`config.mk`:
```
export PLATFORM = sky130hd
export DESIGN_NAME = tlpi_ctrl
export DESIGN_NICKNAME = d
export VERILOG_FILES = /design/src/tlpi_pkg.sv /design/src/tlpi_ctrl.sv
export SDC_FILE = /design/constraint.sdc
export NUM_CORES = 1
export LEC_CHECK = 0
export BUFFER_PORTS_ARGS = -buffer_cell sky130_fd_sc_hd__buf_2
export CORE_ASPECT_RATIO = 1.2
export CORE_MARGIN = 2
export CORE_UTILIZATION = 45
export CTS_CLUSTER_SIZE = 25
export DETAILED_ROUTE_END_ITERATION = 16
export PLACE_DENSITY = 0.78
export SLEW_MARGIN = 20
export SYNTH_ARGS = -nofsm -noshare
export SYNTH_HDL_FRONTEND = slang
export SYNTH_SLANG_ARGS = --single-unit
```
`constraint.sdc`:
```
create_clock -name pclk -period 2.4 [get_ports pclk]
set_clock_uncertainty 0.2 [all_clocks]
set_input_delay 0.24 -clock pclk [delete_from_list [all_inputs] [get_ports pclk]]
set_output_delay 0.24 -clock pclk [all_outputs]
set_load 0.05 [all_outputs]
```
`src/tlpi_pkg.sv`:
```
package tlpi_pkg;

  // Source count and vector address width
  localparam int unsigned SRC_N = 8;
  localparam int unsigned VEC_W = 21;

  // APB register byte addresses
  localparam logic [7:0] ADDR_CTRL   = 8'h00;
  localparam logic [7:0] ADDR_FLAG   = 8'h04;
  localparam logic [7:0] ADDR_ENABLE = 8'h08;
  localparam logic [7:0] ADDR_PRIO   = 8'h0c;
  localparam logic [7:0] ADDR_STATUS = 8'h10;

  // Control register fields
  localparam int unsigned CTRL_HIGH_LEVEL_GLOBAL_ENABLE_BIT = 7;
  localparam int unsigned CTRL_LOW_LEVEL_GLOBAL_ENABLE_BIT = 6;
  localparam int unsigned CTRL_PRIORITY_LEVELS_ENABLE_BIT = 5;

  // Status register fields
  localparam int unsigned STAT_INHI_BIT = 0;
  localparam int unsigned STAT_INLO_BIT = 1;
  localparam int unsigned STAT_BUSY_BIT = 2;

  // Priority register layout: implemented bits and reset value
  localparam int unsigned   PRIO_ADT_BIT  = 1;
  localparam int unsigned   PRIO_ADC_BIT  = 0;
  localparam logic [7:0]    PRIO_IMPL     = 8'hc3;
  localparam logic [7:0]    PRIO_RESET    = 8'hc3;

  // Vectors
  localparam logic [VEC_W-1:0] VEC_HIGH = 21'h00008;
  localparam logic [VEC_W-1:0] VEC_LOW  = 21'h00018;

  // Response sequence states
  typedef enum logic [2:0] {
    S_IDLE = 3'b001,
    S_SYNC = 3'b010,
    S_VECT = 3'b100
  } tlpi_state_t;

endpackage : tlpi_pkg

```
`src/tlpi_ctrl.sv`:
```
// Contract
// - High vector 0008h, low vector 0018h
// - High request preempts running low routine
// - Per source flag, enable, priority bits (priority bits only for sources 0, 1, 6, 7)
// - Priority bits ignored while levels disabled
// - Peripheral enable gates peripherals with main
// - Main enable clear blocks every source
// - Compatibility mode always vectors 0008h
// - High-level enable permits high sources
// - High-level enable clear blocks all
// - Low sources need both level enables
// - Taking interrupt clears its level enable
// - No low request during high routine
// - Push return address, load vector
// - Return instruction sets exited level enable
// - Event to vector three or four cycles
// - Latency independent of instruction length
// - Flags set regardless of enables
// - Priority bit1 threshold, bit0 conversion done
//
// Local design decisions: the register offsets and register access over APB.
`timescale 1ns/1ps
`default_nettype none

module tlpi_ctrl
  import tlpi_pkg::*;
#(
  parameter logic [SRC_N-1:0] PERIPH_MASK = 8'hff
) (
  // Clock and reset
  input  wire  logic             pclk,
  input  wire  logic             presetn,
  // APB slave
  input  wire  logic             psel,
  input  wire  logic             penable,
  input  wire  logic             pwrite,
  input  wire  logic [7:0]       paddr,
  input  wire  logic [31:0]      pwdata,
  input  wire  logic [3:0]       pstrb,
  output logic                   pready,
  output logic [31:0]            prdata,
  output logic                   pslverr,
  // Event sources
  input  wire  logic [SRC_N-1:0] src_event,
  // Core sequencer
  input  wire  logic [VEC_W-1:0] core_ret_pc,
  input  wire  logic             core_return_from_interrupt_instr,
  output logic                   irq_pending,
  output logic                   vec_load,
  output logic [VEC_W-1:0]       vec_addr,
  output logic                   stack_push,
  output logic [VEC_W-1:0]       stack_push_data
);

  ////////////////////////////////////////////////////////////////////////////
  // State

  typedef struct packed {
    tlpi_state_t      st;
    logic             high_level_global_enable;
    logic             low_level_global_enable;
    logic             priority_levels_enable;
    logic [SRC_N-1:0] flag;
    logic [SRC_N-1:0] en;
    logic [SRC_N-1:0] prio;
    logic             in_high;
    logic             in_low;
    logic             vec_load;
    logic [VEC_W-1:0] vec_addr;
    logic [VEC_W-1:0] push_data;
    logic [31:0]      prdata;
  } tlpi_regs_t;

  tlpi_regs_t q_r;
  tlpi_regs_t q_nxt;

  ////////////////////////////////////////////////////////////////////////////
  // Request qualification

  logic [SRC_N-1:0] armed;
  logic [SRC_N-1:0] compat_req;
  logic [SRC_N-1:0] high_req;
  logic [SRC_N-1:0] low_req;
  logic             any_high;
  logic             any_low;
  logic             any_req;

  assign armed = q_r.flag & q_r.en;

  // Priority bits take no part here
  assign compat_req = armed & {SRC_N{q_r.high_level_global_enable}}
                    & (~PERIPH_MASK | {SRC_N{q_r.low_level_global_enable}});

  assign high_req = armed & q_r.prio & {SRC_N{q_r.high_level_global_enable}};
  assign low_req  = armed & ~q_r.prio & {SRC_N{q_r.high_level_global_enable & q_r.low_level_global_enable}}
                  & {SRC_N{~q_r.in_high}};

  assign any_high = q_r.priority_levels_enable ? (|high_req) : (|compat_req);
  assign any_low  = q_r.priority_levels_enable & (|low_req);
  assign any_req  = any_high | any_low;

  ////////////////////////////////////////////////////////////////////////////
  // APB decode

  logic        setup_ph;
  logic        wr_en;
  logic        addr_ok;
  logic [31:0] rd_val;

  assign setup_ph = psel & ~penable;
  assign wr_en    = psel & penable & pwrite & pstrb[0] & addr_ok;

  always_comb begin
    addr_ok = 1'b1;
    rd_val  = 32'h0000_0000;
    unique case (paddr)
      ADDR_CTRL: begin
        rd_val[CTRL_HIGH_LEVEL_GLOBAL_ENABLE_BIT] = q_r.high_level_global_enable;
        rd_val[CTRL_LOW_LEVEL_GLOBAL_ENABLE_BIT] = q_r.low_level_global_enable;
        rd_val[CTRL_PRIORITY_LEVELS_ENABLE_BIT] = q_r.priority_levels_enable;
      end
      ADDR_FLAG:   rd_val[SRC_N-1:0] = q_r.flag;
      ADDR_ENABLE: rd_val[SRC_N-1:0] = q_r.en;
      ADDR_PRIO:   rd_val[SRC_N-1:0] = q_r.prio & PRIO_IMPL;
      ADDR_STATUS: begin
        rd_val[STAT_INHI_BIT] = q_r.in_high;
        rd_val[STAT_INLO_BIT] = q_r.in_low;
        rd_val[STAT_BUSY_BIT] = (q_r.st != S_IDLE);
      end
      default: addr_ok = 1'b0;
    endcase
  end

  ////////////////////////////////////////////////////////////////////////////
  // Next state

  always_comb begin
    q_nxt          = q_r;
    q_nxt.vec_load = 1'b0;
    if (setup_ph) begin
      q_nxt.prdata = rd_val;
    end
    // Software writes first so hardware updates below take precedence
    if (wr_en) begin
      unique case (paddr)
        ADDR_CTRL: begin
          q_nxt.high_level_global_enable = pwdata[CTRL_HIGH_LEVEL_GLOBAL_ENABLE_BIT];
          q_nxt.low_level_global_enable = pwdata[CTRL_LOW_LEVEL_GLOBAL_ENABLE_BIT];
          q_nxt.priority_levels_enable = pwdata[CTRL_PRIORITY_LEVELS_ENABLE_BIT];
        end
        ADDR_FLAG:   q_nxt.flag = pwdata[SRC_N-1:0];
        ADDR_ENABLE: q_nxt.en   = pwdata[SRC_N-1:0];
        ADDR_PRIO:   q_nxt.prio = pwdata[SRC_N-1:0] & PRIO_IMPL;
        default: begin
        end
      endcase
    end
    // An event in the clearing cycle still sets its flag
    q_nxt.flag = q_nxt.flag | src_event;

    // Return: re-enable the level being left
    if (core_return_from_interrupt_instr) begin
      if (!q_r.priority_levels_enable) begin
        q_nxt.high_level_global_enable    = 1'b1;
        q_nxt.in_high = 1'b0;
      end else if (q_r.in_high) begin
        q_nxt.high_level_global_enable    = 1'b1;
        q_nxt.in_high = 1'b0;
      end else if (q_r.in_low) begin
        q_nxt.low_level_global_enable   = 1'b1;
        q_nxt.in_low = 1'b0;
      end
    end

    // Fixed two-stage pipe: timing never looks at the running instruction
    unique case (q_r.st)
      S_IDLE: begin
        if (any_req) begin
          q_nxt.st = S_SYNC;
        end
      end
      S_SYNC: begin
        if (any_high) begin
          // Also the preemption path out of a low routine
          q_nxt.st        = S_VECT;
          q_nxt.vec_load  = 1'b1;
          q_nxt.vec_addr  = VEC_HIGH;
          q_nxt.push_data = core_ret_pc;
          q_nxt.high_level_global_enable      = 1'b0;
          q_nxt.in_high   = 1'b1;
        end else if (any_low) begin
          q_nxt.st        = S_VECT;
          q_nxt.vec_load  = 1'b1;
          q_nxt.vec_addr  = VEC_LOW;
          q_nxt.push_data = core_ret_pc;
          q_nxt.low_level_global_enable      = 1'b0;
          q_nxt.in_low    = 1'b1;
        end else begin
          // Request withdrawn by software before it was taken
          q_nxt.st = S_IDLE;
        end
      end
      S_VECT: q_nxt.st = S_IDLE;
    endcase
  end

  always_ff @(posedge pclk or negedge presetn) begin
    if (!presetn) begin
      q_r           <= '0;
      q_r.st        <= S_IDLE;
      q_r.prio      <= PRIO_RESET;
      q_r.vec_addr  <= VEC_HIGH;
    end else begin
      q_r <= q_nxt;
    end
  end

  ////////////////////////////////////////////////////////////////////////////
  // Outputs

  // Zero wait states: read data is captured in the setup phase
  assign pready          = 1'b1;
  assign pslverr         = psel & penable & ~addr_ok;
  assign prdata          = q_r.prdata;
  assign irq_pending     = any_req;
  assign vec_load        = q_r.vec_load;
  assign vec_addr        = q_r.vec_addr;
  assign stack_push      = q_r.vec_load;
  assign stack_push_data = q_r.push_data;
endmodule : tlpi_ctrl

`default_nettype wire

```
==> flow_metrics.env, run 1 <==
export IMPL_synth_cells=356
export IMPL_diodes=0
export IMPL_p_leak_nw=2.12
export IMPL_grt_total_usage=0.186
export IMPL_start_util=0.470
export IMPL_num_vias=2788
export IMPL_power_density_mw_per_mm2=612
export IMPL_end_kind="output pin"
export IMPL_drive_above_1_share=0.334
export IMPL_core_mm2=0.00732
export IMPL_cp_slowest_stage_delay_ps=400
export IMPL_cpMaxStageDelayCell="dfrtp_1"
export IMPL_place_congestion=0.868
export IMPL_grt_max_degree=37
export IMPL_layout_nets=547
export IMPL_rr_worst_depth=9
export IMPL_grt_pass1_wl_um=12400
export IMPL_synth_area_mm2=0.00344
export IMPL_grt_pass1_vias=2639
export IMPL_overflow=0
export IMPL_r2r_end="stack_push_data[19]$_DFFE_PN0P_"
export IMPL_antenna_found_initial=0
export IMPL_ys_types=49
export IMPL_drc_errors=0
export IMPL_cpMostUsedCell="buf_6"
export IMPL_final_area_mm2=0.00442
export IMPL_postSynthAreaPerCell_um2=9.66
export IMPL_crit_required_ps=1960
export IMPL_row_count=34
export IMPL_endpoint="irq_pending"
export IMPL_dieWidth_um=83.8
export IMPL_worst_pin_slew_ps=626
export IMPL_clock_latency_ps=330
export IMPL_critPathArrivalTime_ps=1910
export IMPL_max_slew_margin=0.583
export IMPL_synth_edff_count=0
export IMPL_yosys_most_used_dff="dfrtp_1"
export IMPL_cts_sinks=60
export IMPL_die_area_mm2=0.00836
export IMPL_wl_um=7890
export IMPL_cp_cell_sequence="a22o_1 > a221oi_4 > buf_6 > a41oi_4 > nor3_4 > inv_2 > buf_6"
export IMPL_crit_type="reg2out"
export IMPL_drtIter0Drc=214
export IMPL_viasPerCell=4.95
export IMPL_cts_buffer_depth=2
export IMPL_cts_tree="yes"
export IMPL_cp_startpoint="q_r[89]$_DFFE_PN0P_"
export IMPL_fmax_mhz=426
export IMPL_status="completed"
export IMPL_fp_dieH_um=99.8
export IMPL_min_period_over_period=0.978
export IMPL_setup_violations_final=0
export IMPL_ys_seq_area_frac=0.439
export IMPL_ys_async_sr_fraction=1.00
export IMPL_drt_pass1_iter_count=4
export IMPL_yosysWarnings=0
export IMPL_post_drt_wl_per_cell_um=14.0
export IMPL_synth_seq_cells=60
export IMPL_io_buffer_count=86
export IMPL_layout_min_cycle_time_ps=2350
export IMPL_timing_rr_start="q_r[89]$_DFFE_PN0P_"
export IMPL_clk_pin_slew_ps=70
export IMPL_io_pins=158
export IMPL_hold_depth=4
export IMPL_syn2layout_area_growth_pct=28.6
export IMPL_hp_class="in2reg"
export IMPL_root_buffer="clkbuf_8"
export IMPL_ant_nets=0
export IMPL_report_final_slew_viol_count=0
export IMPL_utilization=0.604
export IMPL_drv_cap=0
export IMPL_numCtsBuffers=9
export IMPL_peakVddDrop_uv=338
export IMPL_htree_levels=3
export IMPL_hold_viol_final=0
export IMPL_start_kind="flip-flop"
export IMPL_dpl_hpwl_um=5140
export IMPL_placed_cell_area_mm2=0.00359
export IMPL_rrSetupSlack_ps=100
export IMPL_rsz0062_at_grt="true"
export IMPL_path_max_fanout=3
-- worst min-delay path by stage --
stage / slack [ps] / endpoint / start
5_1_grt: 130 / prdata[1]$_DFFE_PN0P_ / paddr[5]
6_report: 120 / prdata[0]$_DFFE_PN0P_ / paddr[5]
3_5_place_dp: 90 / prdata[6]$_DFFE_PN0P_ / presetn
2_1_floorplan: -260 / prdata[0]$_DFFE_PN0P_ / presetn
3_3_place_gp: 70 / prdata[3]$_DFFE_PN0P_ / presetn
4_1_cts: 100 / prdata[0]$_DFFE_PN0P_ / paddr[5]
-- synthesized netlist by cell type, types with 2 or more instances --
cell,count,area share
dfstp_2,6,0.046
buf_2,8,0.012
mux4_2,2,0.013
nor2b_1,3,0.0055
a21o_1,2,0.0044
buf_4,76,0.17
inv_1,2,0.0022
nand3_1,14,0.020
a22oi_1,5,0.011
a31oi_1,3,0.0055
o31ai_1,3,0.0065
nand3b_1,9,0.020
o22ai_1,21,0.038
dfrtp_1,54,0.39
o21a_1,2,0.0044
nand2b_1,4,0.0073
conb_1,2,0.0022
a21oi_1,5,0.0073
nor3b_1,3,0.0065
nor2_1,8,0.0087
mux2i_1,3,0.0087
o22a_1,2,0.0051
and2_1,2,0.0036
nand2_1,66,0.072
or3_1,2,0.0036
o21ai_0,8,0.012
clkbuf_1,6,0.0065
mux2_2,14,0.046
-- what timing repair did --
| action | 4_1_cts | 5_1_grt |
|---|---|---|
| buffers inserted | 3 | 4 |
| endpoints found under the hold margin | 64 | 0 |
| gates resized for setup | 5 | 9 |
| hold buffers | 46 | 0 |
| pin swaps | 2 | 4 |
| setup endpoints to repair | 1 | 29 |
-- cells in the final DEF (no fill, tap or decap), types with 6 or more instances in the layout --
| cell | Yosys | final |
|---|---|---|
| conb_1 | 2 | 44 |
| nor2_1 | 8 | 8 |
| nand3_1 | 14 | 14 |
| mux2_2 | 14 | 14 |
| dfstp_2 | 6 | 6 |
| buf_4 | 76 | 14 |
| clkbuf_8 | 0 | 9 |
| buf_2 | 8 | 85 |
| dfrtp_1 | 54 | 54 |
| o22ai_1 | 21 | 19 |
| o21ai_0 | 8 | 8 |
| nand2_1 | 66 | 65 |
| nand3b_1 | 9 | 9 |
| dlygate4sd3_1 | 0 | 46 |
-- metrics by stage --
| step | power (W) | TNS [ps] | hold WS (ps) | cells | setup WS [ps] |
|---|---|---|---|---|---|
| floorplan | 0.00151 | 0 | -256 | 398 | 175 |
| global placement | 0.00158 | 0 | 65.2 | 494 | 209 |
| detailed placement | 0.00159 | 0 | 85.6 | 494 | 178 |
| CTS | 0.00272 | 0 | 104 | 559 | 5.39 |
| global route | 0.00284 | -45.1 | 133 | 563 | -31.5 |
| finish | 0.00271 | 0 | 123 | 563 | 52.9 |
-- flip-flops by register name (all words and copies together) (netlist names) --
signal	cells
q_r	28
prdata	8
stack_push_data	21
stack_push	1
vec_addr	2
-- metal layers --
| metal | vias to the layer above | global-route usage | share of wire |
|---|---|---|---|
| met5 | - | 0 | 0 |
| met4 | 0 | 0.107 | 0.027 |
| met3 | 21 | 0.0332 | 0.050 |
| met2 | 115 | 0.322 | 0.52 |
| met1 | 1313 | 0.216 | 0.41 |
| li1 | 1339 | - | - |
-- critical path: cells and delay by family (launching register included) --
family | cells | cell delay, ps
buffers and inverters | 3 | 360
and+or+nand+nor | 1 | 220
DFF | 1 | 400
AOI/OAI and AO/OA | 3 | 590
-- cells by family (layout without fill, tap and decap cells) --
logic type / after synthesis / in the layout / synth area share
AOI/OAI and AO/OA: 59 / 59 / 0.119
xor gates and xnor gates: 1 / 1 / 0.00255
buffers and inverters: 93 / 168 / 0.190
DFF: 60 / 60 / 0.439
muxes: 20 / 20 / 0.0721
other: 2 / 44 / 0.00218
and+or+nand+nor: 121 / 121 / 0.176
-- power by group --
part / switching [W] / total [W] / internal, W
combinational: 0.000364 / 0.000556 / 0.000192
clock: 0.000396 / 0.00108 / 0.000685
sequential: 0.0000274 / 0.00107 / 0.00104
-- layout make-up --
cell class	instances	area, µm²
Fill cell	601	2900
Inverter	2	7.51
Tap cell	90	113
Timing Repair Buffer	150	1060
Clock inverter	7	115
Clock buffer	9	124
Sequential cell	60	1510
Multi-Input combinational cell	245	1500
Note: power is estimated with default switching activity, not from simulation.
==> inputs of run 2 (changes only) <==
- ABC_AREA: not set -> 1
==> flow_metrics.env, run 2 <==
export IMPL_endpoint="irq_pending"
export IMPL_layout_min_cycle_time_ps=2280
export IMPL_utilization=0.561
export IMPL_wl_um=7740
export IMPL_cp_startpoint="q_r[77]$_DFFE_PN1P_"
export IMPL_grt_pass1_wl_um=13000
export IMPL_synth_area_mm2=0.00349
export IMPL_min_delay_start="paddr[2]"
export IMPL_cts_setup_buffers=0
export IMPL_place_congestion=0.862
export IMPL_synth_top_cell_by_area="dfrtp_1"
export IMPL_report_final_slew_viol_count=0
export IMPL_placed_cell_area_mm2=0.00360
export IMPL_layout_nets=608
export IMPL_synth_seq_cells=60
export IMPL_p_leak_nw=2.23
export IMPL_final_common_cell="nand2_1"
export IMPL_drv_cap=0
export IMPL_ant_nets=0
export IMPL_yosys_top_cells_area="dfrtp_1 39%, buf_4 17%, nand2_1 13%"
export IMPL_synth_commonest_cells="122 x nand2_1, 78 x buf_4, 54 x dfrtp_1"
export IMPL_antenna_found_initial=0
export IMPL_ys_types=32
export IMPL_dp_cells=563
export IMPL_core_mm2=0.00762
export IMPL_cts_buffer_depth=2
export IMPL_start_util=0.458
export IMPL_critPathArrivalTime_ps=1840
export IMPL_p_int_w=0.00229
export IMPL_synth_top_area_share=0.387
export IMPL_end_kind="output pin"
export IMPL_peakVddDrop_uv=1050
export IMPL_fillCellCount=671
export IMPL_syn2layout_area_growth_pct=22.5
export IMPL_row_count=35
export IMPL_crit_type="reg2out"
export IMPL_largest_reg_flops=28
export IMPL_fp_dieH_um=100
export IMPL_worst_pin_slew_ps=664
export IMPL_viasPerCell=4.67
export IMPL_regMostFlops="q_r"
export IMPL_cp_slowest_stage_delay_ps=530
export IMPL_p_clk_frac=0.208
export IMPL_drt_pass1_iter_count=4
export IMPL_drc_errors=0
export IMPL_combPwrFrac=0.469
export IMPL_drive_above_1_share=0.264
export IMPL_cts_tree="yes"
export IMPL_htree_levels=3
export IMPL_numCtsBuffers=9
export IMPL_power_density_mw_per_mm2=1020
export IMPL_root_buffer="clkbuf_8"
export IMPL_yosysWarnings=0
export IMPL_min_period_over_period=0.948
export IMPL_rr_worst_depth=9
export IMPL_ys_async_sr_fraction=1.00
export IMPL_power_switching_w=0.00209
export IMPL_clock_latency_ps=340
export IMPL_yosys_most_used_dff="dfrtp_1"
export IMPL_dieWidth_um=84.4
export IMPL_cpMostUsedCell="nand2_1"
export IMPL_p_total_w=0.00438
export IMPL_setup_violations_final=0
export IMPL_synth_most_common_cell="nand2_1"
export IMPL_cpMaxStageDelayCell="dfstp_2"
export IMPL_num_vias=2925
export IMPL_synth_cells=423
export IMPL_postSynthAreaPerCell_um2=8.25
export IMPL_synth_edff_count=0
export IMPL_seq_power_share=0.324
export IMPL_start_kind="flip-flop"
export IMPL_post_drt_wl_per_cell_um=12.4
export IMPL_crit_required_ps=1960
export IMPL_hold_viol_final=0
export IMPL_ys_seq_area_frac=0.432
export IMPL_status="completed"
export IMPL_rsz0062_at_grt="false"
export IMPL_clk_pin_slew_ps=70
export IMPL_grt_total_usage=0.190
export IMPL_cp_cell_sequence="inv_1 > o22ai_1 > nand2_1 > nand4_1 > nand2_1 > nand2_2 > clkbuf_4"
export IMPL_r2r_end="stack_push_data[4]$_DFFE_PN0P_"
export IMPL_die_area_mm2=0.00848
export IMPL_io_buffer_count=86
export IMPL_final_cells=626
export IMPL_grt_max_degree=34
export IMPL_fin_setup_tns_ps=0
export IMPL_fmax_mhz=440
export IMPL_overflow=0
export IMPL_switching_share=0.478
export IMPL_io_pins=158
export IMPL_max_slew_margin=0.558
export IMPL_drtIter0Drc=128
export IMPL_cts_sinks=60
export IMPL_timing_rr_start="q_r[77]$_DFFE_PN1P_"
export IMPL_final_cell_mix="122 x nand2_1, 85 x buf_2, 54 x dfrtp_1, 47 x dlygate4sd3_1, 44 x conb_1"
export IMPL_diodes=0
export IMPL_hp_class="in2reg"
export IMPL_final_area_mm2=0.00428
export IMPL_rrSetupSlack_ps=430
export IMPL_grt_pass1_vias=2844
export IMPL_dpl_hpwl_um=5310
export IMPL_path_max_fanout=4
run 2: cell count changes after synthesis, sizes merged, moves of 11 or more:
cell / change
o21ai: +11
nand2: +66
o22ai: -18
nand4: +11
nand3: +16
mux2: -15
inv: +26
nor2: +18
run 2: layer usage:
| layer | wire (µm) | vias up | GRT usage |
|---|---|---|---|
| li1 | - | 1453 | - |
| met1 | 3320 | 1322 | 0.237 |
| met2 | 3690 | 139 | 0.324 |
| met3 | 607 | 11 | 0.0483 |
| met4 | 124 | 0 | 0.0659 |
| met5 | 0 | - | 0 |
run 2: cell families after synthesis:
| logic type | count (synthesis) | synth area share |
|---|---|---|
| and+or+nand+nor | 205 | 0.282 |
| buffers and inverters | 113 | 0.213 |
| DFF | 60 | 0.432 |
| AOI/OAI and AO/OA | 43 | 0.0706 |
| other | 2 | 0.00215 |
run 2: cell type report:
cell class,count,area [µm²],share of cell area
Timing Repair Buffer,137,946,0.221
Clock buffer,12,155,0.0363
Inverter,29,109,0.0255
Sequential cell,60,1510,0.353
Multi-Input combinational cell,292,1400,0.326
Tap cell,92,115,0.0269
Clock inverter,4,47.5,0.0111
run 2: worst min-delay path by stage:
stage / end / depth (start not counted)
global placement: stack_push_data[12]$_DFFE_PN0P_ / 1
CTS: prdata[3]$_DFFE_PN0P_ / 5
detailed placement: stack_push_data[12]$_DFFE_PN0P_ / 1
global route: prdata[3]$_DFFE_PN0P_ / 5
finish: prdata[3]$_DFFE_PN0P_ / 5
floorplan: prdata[0]$_DFFE_PN0P_ / 0
run 2: worst max-delay path, delay by kind of cell, from the launching register on:
kind | cells | cell delay [ps]
flops | 1 | 530
buf+inv | 2 | 310
compound gates | 1 | 220
simple gates | 4 | 430
run 2: repair_timing:
| item | in CTS | in global routing |
|---|---|---|
| hold endpoints to repair | 66 | 0 |
| hold buffers | 47 | 0 |
| gates resized for setup | 0 | 1 |
| setup endpoints to repair | 0 | 1 |
run 2: per-stage QoR:
| stage | hold WS (ps) | setup WS [ps] |
|---|---|---|
| final | 139 | 125 |
| after global routing | 153 | 30.5 |
| after CTS | 125 | 96.8 |
| after detailed placement | 105 | 416 |
| after global placement | 95.5 | 465 |
| after floorplan | -256 | 553 |
run 2: power by group through the flow:
stage	clock network, W	logic (W)	registers [W]
final	0.000911	0.00205	0.00142
after global routing	0.000979	0.00224	0.00145
after CTS	0.000937	0.00205	0.00141
after detailed placement	0	0.00200	0.00143
after global placement	0	0.00196	0.00142
after floorplan	0	0.00194	0.00141
